**config.mk**
```make
export PLATFORM = sky130hd
export DESIGN_NAME = ddr_gpio_data_path
export DESIGN_NICKNAME = d
export VERILOG_FILES = /design/src/inc/gpio_path_pkg.sv /design/src/design/ddr_gpio_data_path.sv
export VERILOG_INCLUDE_DIRS = /design/src /design/src/inc
export SDC_FILE = /design/constraint.sdc
export NUM_CORES = 1
export LEC_CHECK = 0
export BUFFER_PORTS_ARGS = -buffer_cell sky130_fd_sc_hd__buf_2
export CAP_MARGIN = 20
export CORE_AREA = 3 3 40 42
export DETAILED_ROUTE_END_ITERATION = 12
export DIE_AREA = 0 0 43 45
export MAX_ROUTING_LAYER = met4
export PLACE_DENSITY = 0.51
export SLEW_MARGIN = 20
export SYNTH_ARGS = -nofsm -noshare
export SYNTH_HDL_FRONTEND = slang
export SYNTH_SLANG_ARGS = --single-unit
```
**constraint.sdc**
```tcl
create_clock -name sys_clk -period 2.5 [get_ports sys_clk]
set_input_delay 0.375 -clock sys_clk [delete_from_list [all_inputs] [get_ports sys_clk]]
set_output_delay 0.375 -clock sys_clk [all_outputs]
set_load 0.01 [all_outputs]
```
**src/inc/gpio_path_defines.svh**
```systemverilog
// constants for the dual-edge gpio data path
//
// Contract
// - bypass mode is a plain wire both ways
// - single-register mode: one register per pin, direction
// - receive word: two bits per pin in DDR
// - transmit word: two bits per pin in DDR
// - output buffer driven only while drive enable high; output mode without the enable port drives always
// - sleep port low enables the input buffer
// - async clear forces register outputs to zero now
// - async preset forces register outputs to one now
// - sync clear loads zero on next active edge
// - capture enable gates input register updates; the code honours it in DDR mode only
// - launch enable gates output register updates; the code honours it in DDR mode only
// - without enable ports registers update every edge
// - DDR output inversion inverts data toward pad
// - inverted capture clock takes first bit falling
// - dual-edge OE adds half-cycle high impedance
// - single-register OE passes one register first
// - DDR power-up level follows power-up-high option only when no clear or preset port is used
// - bus-hold keeps pin at last driven level
// - open drain only pulls low or releases
// - drive enable always present in bidirectional mode
// - preset only for DDR output, power-up-high off
// - negative pad only with differential buffer enabled
// - DDR input: rise, fall, then realign on fall
// - DDR output: first bit rising, second falling
// - all cells share one clear and preset
`ifndef GPIO_PATH_DEFINES_SVH
`define GPIO_PATH_DEFINES_SVH

// ----------------------------------------
// word layout
// ----------------------------------------
`define GPIO_DDR_BITS 2
`define GPIO_SDR_BITS 1
`define GPIO_FIRST_BIT 0
`define GPIO_SECOND_BIT 1
`define GPIO_WIDTH_MIN 1
`define GPIO_WIDTH_MAX 128

// ----------------------------------------
// reset levels
// ----------------------------------------
`define GPIO_LEVEL_LOW 1'h0
`define GPIO_LEVEL_HIGH 1'h1

`endif

```
**src/inc/gpio_path_pkg.sv**
```systemverilog
// types shared by the dual-edge gpio data path
package gpio_path_pkg;
    typedef enum logic [2:0] {
        DIR_IN = 3'h1,
        DIR_OUT = 3'h2,
        DIR_BIDIR = 3'h4
    } dir_t;
    typedef enum logic [2:0] {
        MODE_BYPASS = 3'h1,
        MODE_SDR = 3'h2,
        MODE_DDR = 3'h4
    } reg_mode_t;
endpackage

```
**src/design/ddr_gpio_data_path.sv**
```systemverilog
// dual-edge gpio data path between pads and core logic
`timescale 1ns/1ps
`include "gpio_path_defines.svh"

module ddr_gpio_data_path #(
    parameter int WIDTH = 1,
    parameter gpio_path_pkg::dir_t DIRECTION = gpio_path_pkg::DIR_BIDIR,
    parameter gpio_path_pkg::reg_mode_t REG_MODE = gpio_path_pkg::MODE_DDR,
    parameter bit USE_OE_PORT = 1'b0,
    parameter bit USE_SLEEP_PORT = 1'b0,
    parameter bit USE_ACLR_PORT = 1'b0,
    parameter bit USE_ASET_PORT = 1'b0,
    parameter bit USE_SCLR_PORT = 1'b0,
    parameter bit POWER_UP_HIGH = 1'b0,
    parameter bit USE_CLKEN_PORTS = 1'b0,
    parameter bit INVERT_DOUT = 1'b0,
    parameter bit INVERT_INCLK = 1'b0,
    parameter bit OE_SINGLE_REG = 1'b0,
    parameter bit OE_DUAL_EDGE = 1'b0,
    parameter bit USE_BUS_HOLD = 1'b0,
    parameter bit USE_OPEN_DRAIN = 1'b0,
    parameter bit USE_DIFF = 1'b0,
    localparam int WORD = (REG_MODE == gpio_path_pkg::MODE_DDR) ?
        `GPIO_DDR_BITS * WIDTH : `GPIO_SDR_BITS * WIDTH
) (
    // clock and reset
    input wire logic sys_clk,
    input wire logic srst,
    // capture and launch clocks, sampled levels
    input wire logic inClock,
    input wire logic inClockEn,
    input wire logic outClock,
    input wire logic outClockEn,
    // register clears and preset
    input wire logic asyncClear,
    input wire logic asyncPreset,
    input wire logic syncClear,
    // core side
    input wire logic [WORD-1:0] txWord,
    input wire logic driveEnable,
    input wire logic sleepN,
    output logic [WORD-1:0] rxWord,
    // pad side
    input wire logic [WIDTH-1:0] padIn,
    input wire logic [WIDTH-1:0] padInN,
    output logic [WIDTH-1:0] padOut,
    output logic [WIDTH-1:0] padOutN,
    output logic [WIDTH-1:0] padOe,
    output logic [WIDTH-1:0] holdEn,
    output logic [WIDTH-1:0] holdLevel
);

    // ----------------------------------------
    // elaboration checks
    // ----------------------------------------
    if (WIDTH < `GPIO_WIDTH_MIN || WIDTH > `GPIO_WIDTH_MAX) begin : g_bad_width
        $error("width out of range");
    end
    if (OE_SINGLE_REG && OE_DUAL_EDGE) begin : g_bad_oe
        $error("choose one output-enable register style");
    end

    localparam bit IS_BYP = (REG_MODE == gpio_path_pkg::MODE_BYPASS);
    localparam bit IS_DDR = (REG_MODE == gpio_path_pkg::MODE_DDR);
    localparam bit HAS_IN = (DIRECTION != gpio_path_pkg::DIR_OUT);
    localparam bit HAS_OUT = (DIRECTION != gpio_path_pkg::DIR_IN);
    localparam bit ACLR_ON = USE_ACLR_PORT && IS_DDR;
    localparam bit ASET_ON = USE_ASET_PORT && IS_DDR && HAS_OUT && !POWER_UP_HIGH;
    localparam bit INIT_HIGH = IS_DDR && POWER_UP_HIGH &&
        !USE_ACLR_PORT && !USE_ASET_PORT && !USE_SCLR_PORT;
    localparam bit INV_TX = INVERT_DOUT && IS_DDR && (DIRECTION == gpio_path_pkg::DIR_OUT);
    localparam logic [WIDTH-1:0] DATA_INIT =
        INIT_HIGH ? {WIDTH{`GPIO_LEVEL_HIGH}} : {WIDTH{`GPIO_LEVEL_LOW}};

    // refuse options the logic would otherwise ignore without a word
    if (OE_DUAL_EDGE && !(IS_DDR && HAS_OUT)) begin : g_bad_oe_dual
        $error("dual-edge output enable needs a ddr output path");
    end
    if (OE_SINGLE_REG && (IS_BYP || !HAS_OUT)) begin : g_bad_oe_single
        $error("registered output enable needs a registered output path");
    end
    if (USE_ASET_PORT && !ASET_ON) begin : g_bad_aset
        $error("preset port not available with these options");
    end
    if (USE_ACLR_PORT && !IS_DDR) begin : g_bad_aclr
        $error("clear port needs ddr mode");
    end
    if (USE_SLEEP_PORT && !HAS_IN) begin : g_bad_sleep
        $error("sleep port needs an input path");
    end
    if (INVERT_INCLK && !(IS_DDR && HAS_IN)) begin : g_bad_inclk
        $error("capture clock inversion needs a ddr input path");
    end
    if (INVERT_DOUT && !INV_TX) begin : g_bad_dout
        $error("data inversion needs a ddr output-only path");
    end

    // ----------------------------------------
    // state
    // ----------------------------------------
    typedef struct packed {
        logic inPrev;
        logic outPrev;
        logic [WIDTH-1:0] riseCapture;
        logic [WIDTH-1:0] fallCapture;
        logic [WIDTH-1:0] realign;
        logic [WIDTH-1:0] firstLaunch;
        logic [WIDTH-1:0] secondLaunch;
        logic [WIDTH-1:0] padData;
        logic oeFirst;
        logic oeSecond;
        logic [WIDTH-1:0] lastLevel;
    } state_t;

    localparam state_t RESET_STATE = '{
        inPrev: `GPIO_LEVEL_LOW,
        outPrev: `GPIO_LEVEL_LOW,
        riseCapture: DATA_INIT,
        fallCapture: DATA_INIT,
        realign: DATA_INIT,
        firstLaunch: DATA_INIT,
        secondLaunch: DATA_INIT,
        padData: DATA_INIT,
        oeFirst: `GPIO_LEVEL_LOW,
        oeSecond: `GPIO_LEVEL_LOW,
        lastLevel: {WIDTH{`GPIO_LEVEL_LOW}}
    };

    state_t s;
    state_t next_s;

    // ----------------------------------------
    // effective controls
    // ----------------------------------------
    logic clrNow;
    logic setNow;
    logic sclrNow;
    logic inEn;
    logic outEn;
    logic oeIn;
    logic bufOn;
    logic inEdge;
    logic inRise;
    logic inFall;
    logic outRise;
    logic outFall;
    logic drive;
    logic [WIDTH-1:0] padSeen;
    logic [WIDTH-1:0] txFirst;
    logic [WIDTH-1:0] txSecond;
    logic [WIDTH-1:0] padData;
    logic [WIDTH-1:0] rxFirst;
    logic [WIDTH-1:0] rxSecond;

    // one shared clear and preset for every cell
    assign clrNow = ACLR_ON && asyncClear;
    assign setNow = ASET_ON && asyncPreset && !clrNow;
    assign sclrNow = USE_SCLR_PORT && !IS_BYP && syncClear;
    // enables only exist in ddr mode; elsewhere every edge counts
    assign inEn = !(USE_CLKEN_PORTS && IS_DDR) || inClockEn;
    assign outEn = !(USE_CLKEN_PORTS && IS_DDR) || outClockEn;
    // output mode without the port drives permanently
    assign oeIn = (DIRECTION == gpio_path_pkg::DIR_BIDIR || USE_OE_PORT) ?
        driveEnable : `GPIO_LEVEL_HIGH;
    assign bufOn = !USE_SLEEP_PORT || !sleepN;
    assign padSeen = padIn & {WIDTH{bufOn}};
    assign inEdge = (INVERT_INCLK && IS_DDR) ? !inClock : inClock;
    assign inRise = inEdge && !s.inPrev;
    assign inFall = !inEdge && s.inPrev;
    assign outRise = outClock && !s.outPrev;
    assign outFall = !outClock && s.outPrev;

    // ----------------------------------------
    // word layout, first edge in bit zero
    // ----------------------------------------
    always_comb begin
        txFirst = '0;
        txSecond = '0;
        rxWord = '0;
        for (int i = 0; i < WIDTH; i++) begin
            if (IS_DDR) begin
                txFirst[i] = txWord[`GPIO_DDR_BITS*i+`GPIO_FIRST_BIT];
                txSecond[i] = txWord[`GPIO_DDR_BITS*i+`GPIO_SECOND_BIT];
                rxWord[`GPIO_DDR_BITS*i+`GPIO_FIRST_BIT] = rxFirst[i];
                rxWord[`GPIO_DDR_BITS*i+`GPIO_SECOND_BIT] = rxSecond[i];
            end else begin
                txFirst[i] = txWord[i];
                rxWord[i] = rxFirst[i];
            end
        end
    end

    // ----------------------------------------
    // receive outputs
    // ----------------------------------------
    always_comb begin
        if (IS_BYP) begin
            rxFirst = padSeen;
            rxSecond = '0;
        end else if (clrNow) begin
            rxFirst = '0;
            rxSecond = '0;
        end else if (setNow) begin
            rxFirst = '1;
            rxSecond = '1;
        end else if (IS_DDR) begin
            rxFirst = s.realign;
            rxSecond = s.fallCapture;
        end else begin
            rxFirst = s.riseCapture;
            rxSecond = '0;
        end
    end

    // ----------------------------------------
    // next state
    // ----------------------------------------
    always_comb begin
        next_s = s;
        next_s.inPrev = inEdge;
        next_s.outPrev = outClock;
        // input cell: realign takes the old rise value on the fall
        if (inRise && inEn) begin
            next_s.riseCapture = sclrNow ? '0 : padSeen;
        end
        if (inFall && inEn && IS_DDR) begin
            next_s.fallCapture = sclrNow ? '0 : padSeen;
            next_s.realign = sclrNow ? '0 : s.riseCapture;
        end
        // output cell: second bit follows its input while clock low
        if (outRise && outEn) begin
            next_s.firstLaunch = sclrNow ? '0 : (txFirst ^ {WIDTH{INV_TX}});
            next_s.padData = next_s.firstLaunch;
            next_s.oeFirst = sclrNow ? `GPIO_LEVEL_LOW : oeIn;
        end
        if (!outClock && outEn && IS_DDR) begin
            next_s.secondLaunch = sclrNow ? '0 : (txSecond ^ {WIDTH{INV_TX}});
        end
        if (outFall && outEn && IS_DDR) begin
            next_s.padData = next_s.secondLaunch;
            next_s.oeSecond = sclrNow ? `GPIO_LEVEL_LOW : s.oeFirst;
        end
        // held levels follow the forced outputs
        if (clrNow || setNow) begin
            next_s.riseCapture = {WIDTH{setNow}};
            next_s.fallCapture = {WIDTH{setNow}};
            next_s.realign = {WIDTH{setNow}};
            next_s.firstLaunch = {WIDTH{setNow}};
            next_s.secondLaunch = {WIDTH{setNow}};
            next_s.padData = {WIDTH{setNow}};
        end
        for (int i = 0; i < WIDTH; i++) begin
            next_s.lastLevel[i] = padOe[i] ? padOut[i] : padSeen[i];
        end
    end

    always_ff @(posedge sys_clk) begin
        if (srst) begin
            s <= RESET_STATE;
        end else begin
            s <= next_s;
        end
    end

    // ----------------------------------------
    // pad side
    // ----------------------------------------
    always_comb begin
        if (!HAS_OUT) begin
            drive = `GPIO_LEVEL_LOW;
        end else if (IS_DDR && OE_DUAL_EDGE) begin
            // needs both halves, so the rise is delayed half a cycle
            drive = s.oeFirst && s.oeSecond && !clrNow;
        end else if (!IS_BYP && OE_SINGLE_REG) begin
            drive = s.oeFirst && !clrNow;
        end else begin
            drive = oeIn;
        end
    end

    always_comb begin
        if (IS_BYP) begin
            padData = txFirst;
        end else if (clrNow) begin
            padData = '0;
        end else if (setNow) begin
            padData = '1;
        end else begin
            padData = s.padData;
        end
    end

    always_comb begin
        if (USE_OPEN_DRAIN) begin
            // a one releases the line so others may pull it low
            padOut = '0;
            padOe = {WIDTH{drive}} & ~padData;
        end else begin
            padOut = padData;
            padOe = {WIDTH{drive}};
        end
        padOutN = (USE_DIFF && HAS_OUT) ? ~padOut : '0;
        holdEn = USE_BUS_HOLD ? ~padOe : '0;
        holdLevel = USE_BUS_HOLD ? s.lastLevel : '0;
    end

endmodule // ddr_gpio_data_path

```
==> metrics.txt <==
Clk network pwr share 0.403; GP Congestion 0.603; RSZ-0062 raised after global routing no; yosys warns 0; GR Layer Usage met3 0.0359; Clock Tree Root clkbuf_4; sequential fraction of the synthesis area 0.424; busiest grt layer met2; max-slew violations 0; largest net degree at the start of global routing 8; hold depth 2; fmax 936 MHz; Gate power share 0.110; placed cell area 357 um^2; Max stage delay on crit path 320 ps; final setup vio count 0; R2R Setup Slk approximately 1600 ps; CTS tree built; share of post-route cells with drive strength above 1 0.273; Crit path required time 2120 ps; VDD IR max 0.298 mV; Reg clk slew, reported paths 50 ps; Leak Pwr ~0.19 nW; Hold Crit Class input port to flop; Global Route Usage Sum 0.0611; synth cell count leaders dfxtp_1 (7), buf_4 (6), mux2i_1 (5), nor2_1 (5), inv_1 (3); FF-to-FF End padOut$_SDFFE_PP0P_; worst hold start inClock; Worst Skew between 1.5 and 2 ps; pwr dens 645 nW/um^2; Power Total around 0.25 mW; Crit. End Element primary output; post_cts resized 0; total grt overflow 0; number of enable flip-flop cells after synthesis 0; antenna fix cells 0; ANT nets after route 0; most frequent cell after synthesis dfxtp_1; final net count 62; Post-Syn Area ~330 um^2; worst-case hold path end point s[10]$_SDFF_PP0_; # Max-Cap Violations 0; Switching Share 0.224; Vias/cell 3.73; kind of cell adding the most delay to the critical path flip-flops; Synth Register Bits 7; Worst Path Buf+Inv 1; core region area 1280 um^2; die height ~45 um; cell depth of the worst flop-to-flop path 5; sequential cell fraction of total power 0.487; Die Width 43 um; total internal power roughly 0.19 mW; CTS Buffer Depth 2; predominant post-synthesis flop cell dfxtp_1; Avg WL per Cell 8.25 um; Mapped Cells 35; TritonRoute pass-1 iters 1; mean post-synth cell area ~9.4 um^2; IO buf count 9; outcome completed; CP Data Arrival Time 690 ps; area share of the largest cell type after synthesis 0.424; cells along the critical path buf_2; met1 usage 0.0633; initial antenna violation count 0; CP max-delay cell dfxtp_1; Final HPWL DP 383 um; Inserted Clock Buffers 3; total wire length 487 um; leading post-synthesis cells by cell area dfxtp_1 (42%), mux2i_1 (15%), buf_4 (14%); # IOs 22; post-route setup TNS 0 ps; Iter 0 DRT Violations 0; Starting Density 0.257; Post-CTS Hold Buffers 0; crit start category flop; num rows 13; first-pass GRT wire length 786 um; post-route minimum period approximately 1100 ps; Final Hold Viols 0; Synth-to-Final Area Change 15.9%; post-CTS setup buffer count 0; Synth area leader dfxtp_1; final worst-path cycle share 0.427; CP max FO 2; switching power 0.0554 mW; vias in the first global route roughly 210; # DRC 0; post-route cell area 383 um^2; final worst slack around 1400 ps; Vias 220; layout filler cell count 153; FFs w/ async S/R, synth 0; worst skew pair latency 240 ps; r2r startpoint s[9]$_SDFF_PP0_; worst slack, placed 1330 ps; Clock Sinks 7; CP Class flop to primary output; Distinct cells, synth 12; met2 global-route usage 0.0778; htree depth 1; die area 1940 um^2
[cells in the final DEF, fill, tap and decap left out]
cell / Yosys / final
a21oi_1: 1 / 1
and2b_1: 1 / 1
buf_2: 0 / 9
clkbuf_1: 0 / 1
clkbuf_4: 0 / 3
conb_1: 1 / 3
dfxtp_1: 7 / 7
ha_1: 2 / 2
inv_1: 3 / 3
mux2i_1: 5 / 5
nand2_1: 1 / 1
nor2_1: 5 / 5
nor2b_1: 2 / 2
o21a_1: 1 / 1
[worst max-delay path by stage]
stage | start | end | slack (ps) | cells past startpoint
global route | rxFirst$_SDFFE_PP0P_ | rxWord[0] | 1390 | 1
finish | rxFirst$_SDFFE_PP0P_ | rxWord[0] | 1430 | 1
detailed placement | outClock | padOut$_SDFFE_PP0P_ | 1330 | 5
floorplan | outClock | padOut$_SDFFE_PP0P_ | 1500 | 4
global placement | outClock | padOut$_SDFFE_PP0P_ | 1340 | 5
CTS | rxFirst$_SDFFE_PP0P_ | rxWord[0] | 1410 | 1
[flip-flops by register name (all words and copies together) (netlist names)]
name and flops:
s 4, padOut 1, rxFirst 1, rxSecond 1
[logic make-up (layout without fill, tap and decap cells)]
family                   Yosys count  in the layout  synth area share
multiplexers                       5              5             0.152
other                              1              3            0.0114
AND/OR/NAND/NOR                    9              9             0.129
AO/OA/AOI/OAI                      2              2            0.0379
buffers and inverters              9             16             0.170
adder cells (fa/ha/maj)            2              2            0.0757
flip-flops                         7              7             0.424
[power by group through the flow]
stage	sequential, mW	combinational (mW)	clock, mW
final	0.120	0.0271	0.0997
after global routing	0.121	0.0312	0.111
after CTS	0.120	0.0279	0.108
after detailed placement	0.123	0.0277	0
after global placement	0.122	0.0273	0
after floorplan	0.123	0.0221	0
[metal layers]
layer / up-vias / routed length, um
met5: - / 0
met4: 0 / 0
met3: 0 / 61
met2: 9 / 216
met1: 92 / 209
li1: 119 / -
[final cells by class]
class                      count  area, um^2  area share
clock buffer                   4        26.3      0.0686
inverter                       3        11.3      0.0294
multi-input combinational     21         141       0.369
sequential                     7         140       0.366
tap                           15        18.8      0.0490
timing repair buffer           9        45.0       0.118
[through the flow]
stage / instances / hold WS, ps / util
floorplan: 37 / 442 / -
global placement: 55 / 480 / 0.278
detailed placement: 55 / 481 / 0.278
CTS: 59 / 355 / 0.298
global route: 59 / 382 / 0.298
finish: 59 / 364 / 0.298
(Power assumes the default switching activity.)
